<file path="config.mk">
export PLATFORM = sky130hd
export DESIGN_NAME = debug_halt_config
export DESIGN_NICKNAME = d
export VERILOG_FILES = /design/src/inc/debug_halt_config_pkg.sv /design/src/verilog/debug_halt_config.sv
export VERILOG_INCLUDE_DIRS = /design/src /design/src/inc
export SDC_FILE = /design/constraint.sdc
export NUM_CORES = 1
export LEC_CHECK = 0
export ABC_AREA = 1
export ABC_CLOCK_PERIOD_IN_PS = 1200
export BUFFER_PORTS_ARGS = -buffer_cell sky130_fd_sc_hd__buf_2
export CAP_MARGIN = 15
export CORE_MARGIN = 4
export CORE_UTILIZATION = 46
export DETAILED_ROUTE_END_ITERATION = 8
export PLACE_DENSITY = 0.75
export SLEW_MARGIN = 25
export SYNTH_ARGS = -nofsm -noshare
export SYNTH_HDL_FRONTEND = slang
export SYNTH_SLANG_ARGS = --single-unit
</file>
<file path="constraint.sdc">
create_clock -name core_clk -period 1.2 [get_ports core_clk]
set_input_delay 0.24 -clock core_clk [delete_from_list [all_inputs] [get_ports core_clk]]
set_output_delay 0.24 -clock core_clk [all_outputs]
set_load 0.03 [all_outputs]
</file>
<file path="src/inc/debug_halt_config_map.svh">
// Offsets, field positions, reset value and widths of the debug halt configuration register.
`ifndef DEBUG_HALT_CONFIG_MAP_SVH
`define DEBUG_HALT_CONFIG_MAP_SVH

// ==========================================================================
// Register location and reset value
// ==========================================================================
`define DHC_CSR_ADDR_W      12
`define DHC_DATA_W          32
`define DHC_CSR_ADDR        12'h7c0
`define DHC_RESET_VALUE     32'h0000_0000
// Run-mode clock controls: core and bus clocks on, system clock, digital power kept.
`define DHC_RUN_CLK_CTL     4'b1101

// ==========================================================================
// Field positions
// ==========================================================================
`define DHC_TIMER_B_BIT     13
`define DHC_TIMER_A_BIT     12
`define DHC_WINDOW_DOG_BIT  9
`define DHC_INDEP_DOG_BIT   8
`define DHC_STANDBY_BIT     2
`define DHC_STOP_BIT        1
`define DHC_SLEEP_BIT       0

`endif

</file>
<file path="src/inc/debug_halt_config_pkg.sv">
// Types shared by the debug halt configuration block and its bench.
`include "debug_halt_config_map.svh"

package debug_halt_config_pkg;

    // ======================================================================
    // Core control and status register request
    // ======================================================================
    typedef struct packed {
        logic                        valid;
        logic                        write;
        logic [`DHC_CSR_ADDR_W-1:0]  addr;
        logic [`DHC_DATA_W-1:0]      wdata;
    } csr_req_type;

    // ======================================================================
    // Counter hold outputs
    // ======================================================================
    typedef struct packed {
        logic timerB;
        logic timerA;
        logic windowDog;
        logic indepDog;
    } freeze_type;

    // ======================================================================
    // Clock and power controls
    // ======================================================================
    typedef struct packed {
        logic fclkOn;
        logic hclkOn;
        logic useInternalOsc;
        logic keepDigitalPower;
    } clk_ctl_type;

    // ======================================================================
    // Power mode states
    // ======================================================================
    typedef enum logic [3:0] {
        RUN_ST     = 4'b0001,
        SLEEP_ST   = 4'b0010,
        STOP_ST    = 4'b0100,
        STANDBY_ST = 4'b1000
    } power_state_type;

endpackage

</file>
<file path="src/verilog/debug_halt_config.sv">
// Debug halt configuration register with counter freezes and low-power clock control.
`timescale 1ns/1ps
`include "debug_halt_config_map.svh"

// Function
// - In debug halt, timer freeze bits 13 and 12 hold their timer counters.
// - In debug halt, bit 9 set holds the window watchdog counter.
// - In debug halt, bit 8 set holds the independent watchdog counter.
// - Bit 2 set keeps standby powered with core clocks from internal oscillator.
// - Standby exit behaves as reset yet flags that standby was just left.
// - Bit 1 set feeds core clocks from internal oscillator in stop; clear gates all.
// - Stop exit restores reset clock setup with internal oscillator off; software reconfigures.
// - Bit 0 set keeps both clocks in sleep; clear keeps only free-running clock.
// - Sleep leaves clock configuration untouched, no restore on wake.
// - Register sits at CSR 0x7C0, all bits read-write, reset to zero.
module debug_halt_config (
    // Clock and reset
    input  wire logic                                core_clk,
    input  wire logic                                nrst,
    // Core register port
    input  wire debug_halt_config_pkg::csr_req_type  csrReq,
    output logic                                     csrAck,
    output logic [`DHC_DATA_W-1:0]                   csrRdata,
    // Core state and power requests
    input  wire logic                                coreHalted,
    input  wire logic                                sleepReq,
    input  wire logic                                stopReq,
    input  wire logic                                standbyReq,
    input  wire logic                                wakeEvent,
    input  wire logic                                standbyFlagClear,
    // Counter holds
    output debug_halt_config_pkg::freeze_type        freezeHold,
    // Clock and power control
    output debug_halt_config_pkg::clk_ctl_type       clkCtl,
    output logic                                     clkCfgRestore,
    output logic                                     standbyResetReq,
    output logic                                     standbyExitFlag,
    output debug_halt_config_pkg::power_state_type   powerState
);

    // ======================================================================
    // Register access
    // ======================================================================
    logic [`DHC_DATA_W-1:0]                 cfg_ff;
    logic [`DHC_DATA_W-1:0]                 rdata_ff;
    logic                                   ack_ff;
    logic                                   csrHit;

    assign csrHit = csrReq.valid && (csrReq.addr == `DHC_CSR_ADDR);

    always_ff @(posedge core_clk) begin
        if (!nrst) begin
            cfg_ff <= `DHC_RESET_VALUE;
        end else if (csrHit && csrReq.write) begin
            cfg_ff <= csrReq.wdata;
        end
    end

    always_ff @(posedge core_clk) begin
        if (!nrst) begin
            ack_ff   <= 1'b0;
            rdata_ff <= `DHC_RESET_VALUE;
        end else begin
            ack_ff <= csrHit;
            if (csrHit && !csrReq.write) begin
                rdata_ff <= cfg_ff;
            end
        end
    end

    assign csrAck   = ack_ff;
    assign csrRdata = rdata_ff;

    // ======================================================================
    // Counter holds
    // ======================================================================
    debug_halt_config_pkg::freeze_type      hold_ff;

    always_ff @(posedge core_clk) begin
        if (!nrst) begin
            hold_ff <= '0;
        end else begin
            hold_ff.timerB    <= coreHalted && cfg_ff[`DHC_TIMER_B_BIT];
            hold_ff.timerA    <= coreHalted && cfg_ff[`DHC_TIMER_A_BIT];
            hold_ff.windowDog <= coreHalted && cfg_ff[`DHC_WINDOW_DOG_BIT];
            hold_ff.indepDog  <= coreHalted && cfg_ff[`DHC_INDEP_DOG_BIT];
        end
    end

    assign freezeHold = hold_ff;

    // ======================================================================
    // Power mode sequencing
    // ======================================================================
    debug_halt_config_pkg::power_state_type state_ff;
    debug_halt_config_pkg::power_state_type nxt_state;

    always_comb begin
        nxt_state = state_ff;
        case (state_ff)
            debug_halt_config_pkg::RUN_ST: begin
                if (standbyReq) begin
                    nxt_state = debug_halt_config_pkg::STANDBY_ST;
                end else if (stopReq) begin
                    nxt_state = debug_halt_config_pkg::STOP_ST;
                end else if (sleepReq) begin
                    nxt_state = debug_halt_config_pkg::SLEEP_ST;
                end
            end
            debug_halt_config_pkg::SLEEP_ST,
            debug_halt_config_pkg::STOP_ST,
            debug_halt_config_pkg::STANDBY_ST: begin
                if (wakeEvent) begin
                    nxt_state = debug_halt_config_pkg::RUN_ST;
                end
            end
            default: begin
                nxt_state = debug_halt_config_pkg::RUN_ST;
            end
        endcase
    end

    always_ff @(posedge core_clk) begin
        if (!nrst) begin
            state_ff <= debug_halt_config_pkg::RUN_ST;
        end else begin
            state_ff <= nxt_state;
        end
    end

    assign powerState = state_ff;

    // ======================================================================
    // Clock and power control, following the state being entered
    // ======================================================================
    debug_halt_config_pkg::clk_ctl_type     clk_ff;
    debug_halt_config_pkg::clk_ctl_type     nxt_clk;

    always_comb begin
        nxt_clk = `DHC_RUN_CLK_CTL;
        case (nxt_state)
            debug_halt_config_pkg::SLEEP_ST: begin
                nxt_clk.fclkOn         = 1'b1;
                nxt_clk.hclkOn         = cfg_ff[`DHC_SLEEP_BIT];
                nxt_clk.useInternalOsc = 1'b0;
            end
            debug_halt_config_pkg::STOP_ST: begin
                nxt_clk.fclkOn         = cfg_ff[`DHC_STOP_BIT];
                nxt_clk.hclkOn         = cfg_ff[`DHC_STOP_BIT];
                nxt_clk.useInternalOsc = cfg_ff[`DHC_STOP_BIT];
            end
            debug_halt_config_pkg::STANDBY_ST: begin
                nxt_clk.fclkOn           = cfg_ff[`DHC_STANDBY_BIT];
                nxt_clk.hclkOn           = cfg_ff[`DHC_STANDBY_BIT];
                nxt_clk.useInternalOsc   = cfg_ff[`DHC_STANDBY_BIT];
                nxt_clk.keepDigitalPower = cfg_ff[`DHC_STANDBY_BIT];
            end
            default: begin
                nxt_clk.fclkOn = 1'b1;
            end
        endcase
    end

    always_ff @(posedge core_clk) begin
        if (!nrst) begin
            clk_ff <= `DHC_RUN_CLK_CTL;
        end else begin
            clk_ff <= nxt_clk;
        end
    end

    assign clkCtl = clk_ff;

    // ======================================================================
    // Wake-up effects
    // ======================================================================
    logic                                   stopExit;
    logic                                   standbyExit;
    logic                                   restore_ff;
    logic                                   stbyRst_ff;
    logic                                   stbyFlag_ff;

    assign stopExit    = (state_ff == debug_halt_config_pkg::STOP_ST) && wakeEvent;
    assign standbyExit = (state_ff == debug_halt_config_pkg::STANDBY_ST) && wakeEvent;

    // Clock setup returns to its reset state after stop, whatever the stop bit.
    always_ff @(posedge core_clk) begin
        if (!nrst) begin
            restore_ff <= 1'b0;
        end else begin
            restore_ff <= stopExit || standbyExit;
        end
    end

    always_ff @(posedge core_clk) begin
        if (!nrst) begin
            stbyRst_ff <= 1'b0;
        end else begin
            stbyRst_ff <= standbyExit;
        end
    end

    // The set from a standby exit wins over a clear in the same cycle.
    always_ff @(posedge core_clk) begin
        if (!nrst) begin
            stbyFlag_ff <= 1'b0;
        end else if (standbyExit) begin
            stbyFlag_ff <= 1'b1;
        end else if (standbyFlagClear) begin
            stbyFlag_ff <= 1'b0;
        end
    end

    assign clkCfgRestore   = restore_ff;
    assign standbyResetReq = stbyRst_ff;
    assign standbyExitFlag = stbyFlag_ff;

    // ======================================================================
    // Assertions
    // ======================================================================
    property p_timer_hold;
        @(posedge core_clk) disable iff (!nrst)
        1'b1 |=> (freezeHold.timerA == ($past(coreHalted) && $past(cfg_ff[`DHC_TIMER_A_BIT])))
              && (freezeHold.timerB == ($past(coreHalted) && $past(cfg_ff[`DHC_TIMER_B_BIT])));
    endproperty
    a_timer_hold: assert property (p_timer_hold) else $error("timer hold wrong");

    property p_window_hold;
        @(posedge core_clk) disable iff (!nrst)
        (coreHalted && cfg_ff[`DHC_WINDOW_DOG_BIT]) |=> freezeHold.windowDog;
    endproperty
    a_window_hold: assert property (p_window_hold) else $error("window hold missing");

    property p_indep_hold;
        @(posedge core_clk) disable iff (!nrst)
        !(coreHalted && cfg_ff[`DHC_INDEP_DOG_BIT]) |=> !freezeHold.indepDog;
    endproperty
    a_indep_hold: assert property (p_indep_hold) else $error("indep hold spurious");

    property p_standby_power;
        @(posedge core_clk) disable iff (!nrst)
        (state_ff == debug_halt_config_pkg::STANDBY_ST)
            |-> (clkCtl.keepDigitalPower == $past(cfg_ff[`DHC_STANDBY_BIT]))
             && (clkCtl.hclkOn == $past(cfg_ff[`DHC_STANDBY_BIT]));
    endproperty
    a_standby_power: assert property (p_standby_power) else $error("standby power wrong");

    property p_standby_exit;
        @(posedge core_clk) disable iff (!nrst)
        standbyExit |=> standbyResetReq && standbyExitFlag ##1 !standbyResetReq;
    endproperty
    a_standby_exit: assert property (p_standby_exit) else $error("standby exit wrong");

    property p_stop_clocks;
        @(posedge core_clk) disable iff (!nrst)
        (state_ff == debug_halt_config_pkg::STOP_ST)
            |-> (clkCtl.fclkOn == $past(cfg_ff[`DHC_STOP_BIT]))
             && (clkCtl.useInternalOsc == $past(cfg_ff[`DHC_STOP_BIT]));
    endproperty
    a_stop_clocks: assert property (p_stop_clocks) else $error("stop clocks wrong");

    property p_stop_restore;
        @(posedge core_clk) disable iff (!nrst)
        stopExit |=> clkCfgRestore ##1 !clkCfgRestore;
    endproperty
    a_stop_restore: assert property (p_stop_restore) else $error("no restore on stop exit");

    property p_sleep_clocks;
        @(posedge core_clk) disable iff (!nrst)
        (state_ff == debug_halt_config_pkg::SLEEP_ST)
            |-> clkCtl.fclkOn && (clkCtl.hclkOn == $past(cfg_ff[`DHC_SLEEP_BIT]));
    endproperty
    a_sleep_clocks: assert property (p_sleep_clocks) else $error("sleep clocks wrong");

    property p_sleep_keep;
        @(posedge core_clk) disable iff (!nrst)
        ((state_ff == debug_halt_config_pkg::SLEEP_ST) && wakeEvent) |=> !clkCfgRestore;
    endproperty
    a_sleep_keep: assert property (p_sleep_keep) else $error("restore after sleep");

    property p_csr_readback;
        @(posedge core_clk) disable iff (!nrst)
        (csrHit && csrReq.write) ##1 (csrHit && !csrReq.write)
            |=> csrAck && (csrRdata == $past(csrReq.wdata, 2));
    endproperty
    a_csr_readback: assert property (p_csr_readback) else $error("readback mismatch");

endmodule // debug_halt_config

</file>
Word-level counts from Yosys, hierarchy flattened
Cells that the tools add are included.
W data, S select, Z words.
{"block": "totals", "regBits": 80, "wordCells": 46, "out_inout_bits": 48, "input_bits": 54}
{"block": "op_classes", "eq_ne": 8, "n_reduce_logical": 14, "n_mux": 9}
{"op": "$mux W4", "count": 4}
{"op": "$eq A12 B11 Y1 const B", "count": 1}
{"op": "$logic_and A1 B1 Y1", "count": 9}
{"op": "$eq A4 B2 Y1 const B", "count": 2}
{"op": "$eq A4 B3 Y1 const B", "count": 2}
{"op": "$eq A4 B4 Y1 const B", "count": 2}
{"op": "$pmux W4 S2", "count": 1}
{"op": "$pmux W2 S3", "count": 1}
{"op": "$eq A4 B1 Y1 const B", "count": 1}
{"op": "$reduce_or A3 Y1", "count": 1}
{"op": "$mux W1", "count": 2}
{"op": "$pmux W1 S2", "count": 1}
{"op": "$reduce_and A2 Y1", "count": 1}
{"op": "$reduce_bool A2 Y1", "count": 1}
{"op": "$logic_not A1 Y1", "count": 1}
{"op": "$logic_or A1 B1 Y1", "count": 1}

Logic depth before layout (Yosys ltp)
Gate-level depths: netlist of the first run.
{"block": "depth", "ltp_word": 6, "depth_mapped": 10}

Least setup slack after synthesis of the first run
Ideal clock, no wire load.
{"block": "synth_path", "path_kind": "flip-flop to flip-flop", "from": "register state_ff[2], in the netlist powerState[2]", "to": "register clk_ff, in the netlist clkCtl[2]", "slack_ns": -0.089, "arrival_ns": 1.175, "path_stages_with_launch": 10, "synth_period_minus_slack_ns": 1.289, "setup_ns": 0.114, "cell_sequence": "dfxtp_1 -> inv_1 -> nand2_1 -> nor2_1 -> nand3_1 -> nand2_1 -> nand2_1 -> nand2_1 -> nor2_1 -> nand2_1"}
{"block": "synth_via", "elab_chain_cells": 6, "elab_cells_between_ends": 14}
{"element": "start, declared", "line": "debug_halt_config.sv:95", "text": "debug_halt_config_pkg::power_state_type state_ff;"}
{"element": "start signal, assigned", "line": "debug_halt_config.sv:125", "text": "state_ff <= debug_halt_config_pkg::RUN_ST;"}
{"element": "start signal, assigned", "line": "debug_halt_config.sv:127", "text": "state_ff <= nxt_state;"}
{"element": "$mux W4", "line": "debug_halt_config.sv:106", "text": "end else if (sleepReq) begin"}
{"element": "$mux W4", "line": "debug_halt_config.sv:104", "text": "end else if (stopReq) begin"}
{"element": "$mux W4", "line": "debug_halt_config.sv:102", "text": "if (standbyReq) begin"}
{"element": "$pmux W4 S2 (*)", "line": "debug_halt_config.sv:100", "text": "case (state_ff)"}
{"element": "$eq A4 B4 Y1, or another cell as far along", "line": "debug_halt_config.sv:141", "text": "case (nxt_state)"}
{"element": "$pmux W2 S3 (*)", "line": "debug_halt_config.sv:141"}
{"element": "end signal, assigned", "line": "debug_halt_config.sv:166", "text": "clk_ff <= `DHC_RUN_CLK_CTL;"}
{"element": "end signal, assigned", "line": "debug_halt_config.sv:168", "text": "clk_ff <= nxt_clk;"}
{"element": "end, declared", "line": "debug_halt_config.sv:136", "text": "debug_halt_config_pkg::clk_ctl_type clk_ff;"}
Mark *: on every way between the ends. The rest lies on a longest branch, timed or not.
A chain may end at the register's enable or synchronous reset.

Worst setup path in the final report of the first run
{"block": "layout_path", "from": "register state_ff[2], in the netlist powerState[2]", "to": "output powerState[2]"}
{"element": "end, declared", "line": "debug_halt_config.sv:38", "text": "output debug_halt_config_pkg::power_state_type powerState"}
No word-level cell between the ends.

==> flow_summary_export.csv, run 1 <==
group,metric,value,unit
outcome,run_status,"completed",
place,dp_cells,691,
place,io_buffers,101,
die,start_util,0.474,
route,drt_first_iter_violations,58,
finish,antenna_cells,0,
min_path,min_path_type,"primary input to register",
min_path,whs_endpoint,"cfg_ff[8]",
timing,fin_skew,0.00591,ns
clock_tree,hold_buffers,0,
worst_setup_path,cp.arrival,0.94,ns
die,die_h,94.4,um
worst_setup_path,cp-start-kind,"register",
grt,gr-total-overflow,0,
place,dpl.hpwl,5120,um
power,p_per_area,1180,nW/um^2
worst_setup_path,worstSetupEndpointType,"output pin",
finish,drive_gt1_frac,0.260,
die,rows,31,
power,total_power,5.12,mW
grt,grt_pass1_vias,2797,
finish,mostFrequentLayoutCells,"inv_1, buf_2, nand2_1, dfxtp_1, nor2_1",
yosys,netlist_area,3440,sq um
yosys,synth.distinct_cells,18,
clock_tree,htreeDepth,3,
place,place_ws,-0.175,ns
timing,setup_viol,0,
die,io_pins,102,
die,die_area,8920,sq um
grt,grt_max_degree,52,
timing,max_freq,848,MHz
timing,hold_viol_final,0,
timing,worst_slew_pin_slew,0.426,ns
min_path,whs_path_depth,3,
finish,syn2layout_area_growth,25.7,%
worst_setup_path,path_class,"register to output pin",
timing,maxSlewViolCount,0,
worst_setup_path,reg2reg_from,"powerState[3]",
clock_tree,cts.sinks,80,
timing,period_share,0.982,
worst_setup_path,r2r_slack,0.05,ns
grt,grt_pass1_wl,12000,um
yosys,ys_warn_count,0,
route,drtPass1Iterations,4,
grt,antenna_found_initial,0,
yosys,avgSynthCellArea,6.87,sq um
worst_setup_path,r2r_cells,10,
route,viasPerCell,4.24,
route,num_vias,3001,
clock_tree,clk_pin_slew_worst_paths,0.08,ns
die,core,7250,sq um
worst_setup_path,worst-path-max-fanout,4,
grt,grtUsageTotal,0.169,
timing,rsz0062_at_grt,"yes",
run,cap_violations,0,
yosys,ys_seq_elements,80,
power,ir_drop,0.623,mV
yosys,syn_nets,554,
route,drc,0,
timing,finalWorstSetupSlack,0.0214,ns
worst_setup_path,worstPathRequired,0.96,ns
place,place_congestion,0.747,
clock_tree,cts.path.max_buffers,2,
yosys,syn_inst,500,
route,postRouteWirelength,7290,um
finish,final_common_cell,"inv_1",
clock_tree,insertion_delay,0.34,ns
min_path,hold_start,"csrReq[8]",
clock_tree,cts_tree,"yes",
route,wl_per_cell,10.3,um
clock_tree,cts_made_buffers,9,
yosys,synth_seq_area_share,0.466,
power,p_leak,2.20,nW
timing,maxSlewHeadroom,0.715,
route,ant_nets,0,
die,die_x,94.4,um
worst_setup_path,r2r_end,"clkCtl[2]",
finish,nets,657,
timing,fin_crit,1.18,ns
clock_tree,post-cts-setup-buffers,0,
clock_tree,cts_root_buf,"clkbuf_8",
finish,finalNonFillerCells,707,
==> through the flow <==
stage / util / setup TNS [ns] / cell area (sq um) / hold slack [ns]
floorplan: - / 0 / 3440 / 0.379
global placement: 0.555 / -7.19 / 4030 / 0.449
detailed placement: 0.555 / -9.32 / 4030 / 0.460
CTS: 0.584 / 0 / 4230 / 0.123
global route: 0.595 / -0.0444 / 4320 / 0.117
finish: 0.595 / 0 / 4320 / 0.131
==> cell type report <==
cell class | count | area, sq um
fillers | 696 | 2940
inverters | 143 | 539
well taps | 99 | 124
clock buffers | 11 | 131
flip-flops and latches | 80 | 1610
multi-input cells | 257 | 1210
repair buffers | 112 | 651
clock inverters | 5 | 57.6
==> synth_stat cells <==
cell | number | area share
clkbuf_1 | 8 | 0.0087
nor2_4 | 1 | 0.0033
buf_6 | 12 | 0.039
or2_4 | 1 | 0.0025
o21ai_1 | 64 | 0.093
nand4_1 | 5 | 0.0091
nand3_4 | 1 | 0.0051
nand2_2 | 1 | 0.0018
nor2_1 | 77 | 0.084
nor2_2 | 1 | 0.0018
inv_1 | 143 | 0.16
nand3b_4 | 1 | 0.0058
nand3_1 | 10 | 0.015
nor4_1 | 1 | 0.0018
nand2_1 | 84 | 0.092
nor3_1 | 5 | 0.0073
dfxtp_1 | 80 | 0.47
a21oi_1 | 5 | 0.0073
==> worst max path at each step <==
| stage | startpoint | end | slack (ns) | depth (start not counted) |
|---|---|---|---|---|
| final | powerState[2] | powerState[2] | 0.02 | 2 |
| after global routing | powerState[2] | clkCtl[2] | -0.02 | 11 |
| after detailed placement | csrReq[33] | csrRdata[23] | -0.18 | 8 |
| after CTS | powerState[3] | powerState[3] | 0.007 | 2 |
| after global placement | csrReq[34] | csrRdata[25] | -0.13 | 7 |
| after floorplan | powerState[1] | clkCtl[1] | 0.0008 | 9 |
==> critical path, cell delays in order (launching register included) <==
cell and delay, ns:
dfxtp_2 0.33, buf_4 0.14, buf_6 0.13
==> logic make-up after synthesis <==
family                 share of synthesized area
and+or+nand+nor                            0.229
buffers and inverters                      0.204
DFF                                        0.466
AOI/OAI and AO/OA                          0.101
==> sequential cells by signal, indices dropped and copies added (netlist names), 4 cells and up <==
| signal | cells |
|---|---|
| powerState | 4 |
| freezeHold | 4 |
| clkCtl | 4 |
| cfg_ff | 32 |
| csrRdata | 32 |
==> per-layer routing <==
layer,track usage,vias up,routed length (um)
li1,-,1650,-
met1,0.190,1269,3170
met2,0.301,75,3540
met3,0.0518,7,505
met4,0.0590,0,78
met5,0,-,0
==> timing repair <==
item | 4_1_cts | 5_1_grt
gates resized for setup | 5 | 32
pin swaps | 0 | 7
setup endpoints to repair | 3 | 8
==> power breakdown <==
part           switching, mW  internal, mW
Combinational          0.283         0.214
Sequential            0.0224          2.68
Clock                  0.954         0.959
Total                   1.26          3.86
No activity file was read; power rests on OpenSTA's default activity.
==> inputs of run 2 (changes only) <==
==> constraint.sdc (replaced) <==
create_clock -name core_clk -period 1.2 [get_ports core_clk]
set_input_delay 0.18 -clock core_clk [delete_from_list [all_inputs] [get_ports core_clk]]
set_output_delay 0.18 -clock core_clk [all_outputs]
set_load 0.03 [all_outputs]
==> flow_summary_export.csv, run 2 (same netlist as run 1, synthesis figures left out) <==
group,metric,value,unit
finish,mostFrequentLayoutCells,"inv_1, buf_2, nand2_1",
die,die_area,8920,sq um
timing,max_freq,855,MHz
die,die_h,94.4,um
worst_setup_path,cp.arrival,0.99,ns
outcome,run_status,"completed",
route,drt_first_iter_violations,98,
clock_tree,cts.path.max_buffers,2,
die,die_x,94.4,um
finish,drive_gt1_frac,0.253,
worst_setup_path,slowest_stage,"dfxtp_2",
timing,finalWorstSetupSlack,0.0304,ns
route,wl_per_cell,9.94,um
grt,grt_pass1_vias,2893,
route,drtPass1Iterations,4,
place,dpl.hpwl,4970,um
worst_setup_path,r2r_slack,0.04,ns
route,num_vias,3022,
clock_tree,insertion_delay,0.33,ns
timing,period_share,0.975,
route,ant_nets,0,
timing,maxSlewHeadroom,0.713,
grt,gr-total-overflow,0,
finish,fin_util,0.597,
run,cap_violations,0,
worst_setup_path,crit_chain,"buf_4 -> clkbuf_4",
die,core,7250,sq um
clock_tree,cts_tree,"yes",
finish,final_common_cell,"inv_1",
grt,antenna_found_initial,0,
route,postRouteWirelength,7030,um
clock_tree,clk_pin_slew_worst_paths,0.09,ns
timing,setup_viol,0,
timing,hold_viol_final,0,
place,io_buffers,101,
worst_setup_path,worstSetupEndpointType,"output pin",
worst_setup_path,worstPathRequired,1.02,ns
power,p_per_area,1230,nW/um^2
timing,final.setup.tns,0,ns
die,start_util,0.474,
worst_setup_path,path_class,"register to output pin",
timing,fin_skew,0.00835,ns
clock_tree,cts.sinks,80,
clock_tree,cts_made_buffers,9,
clock_tree,cts_root_buf,"clkbuf_8",
power,ir_drop,0.543,mV
worst_setup_path,worst-path-max-fanout,5,
die,io_pins,102,
die,rows,31,
route,drc,0,
finish,antenna_cells,0,
grt,grtUsageTotal,0.162,
timing,fin_crit,1.17,ns
timing,maxSlewViolCount,0,
clock_tree,htreeDepth,3,
route,viasPerCell,4.27,
finish,nets,658,
place,place_ws,-0.161,ns
finish,syn2layout_area_growth,26.0,%
grt,grt_pass1_wl,11600,um
grt,grt_max_degree,56,
worst_setup_path,cpPeakStageDelay,0.34,ns
finish,fill_cells,706,
power,p_leak,2.23,nW
timing,rsz0062_at_grt,"yes",
worst_setup_path,cp-start-kind,"register",
timing,worst_slew_pin_slew,0.430,ns
min_path,min_path_type,"primary input to register",
place,place_congestion,0.794,
## run 2: worst max-delay path, delay by kind of cell, from the launching register on
kind,cells,cell delay (ns)
buffers and inverters,2,0.31
flip-flops,1,0.34
## run 2: worst paths after layout
check,startpoint,endpoint,cells after the start
max,powerState[3],powerState[3],2
min,csrReq[6],cfg_ff[6],3
max reg2reg,powerState[2],clkCtl[2],9
min reg2reg,standbyExitFlag,standbyExitFlag,2
## run 2: report_power, final
group	leakage [nW]	switching (mW)	total [mW]	internal [mW]
Clock	0.103	0.975	2.16	1.18
Sequential	0.647	0.0196	2.70	2.68
Combinational	1.48	0.270	0.467	0.197
Total	2.23	1.26	5.33	4.06
## run 2: area by class of cell
type                       instances  area (sq um)  share of cell area
sequential                        80          1610               0.371
clock buffer                      10           128              0.0295
inverter                         143           539               0.125
tap                               99           124              0.0286
timing repair buffer             113           654               0.151
clock inverter                     6          92.6              0.0214
multi-input combinational        257          1180               0.273
## run 2: through the flow
stage               area [sq um]  cells  total power [mW]  hold WS, ns
floorplan                   3440    500              2.99        0.319
global placement            4040    692              3.18        0.415
detailed placement          4040    692              3.19        0.417
CTS                         4260    708              5.35       0.0557
global route                4330    708              5.55       0.0685
finish                      4330    708              5.33       0.0716
## run 2: what timing repair did
item / in CTS / in global routing
buffers inserted: 0 / 0
resized for setup: 0 / 22
setup endpoints to repair: 0 / 6
hold buffers: 0 / 0
## run 2: metal layers
metal,global-route usage,vias up,share of wire
met5,0,-,0
met2,0.295,68,0.49
met1,0.181,1289,0.43
met3,0.0382,9,0.065
li1,-,1656,-
met4,0.0650,0,0.012
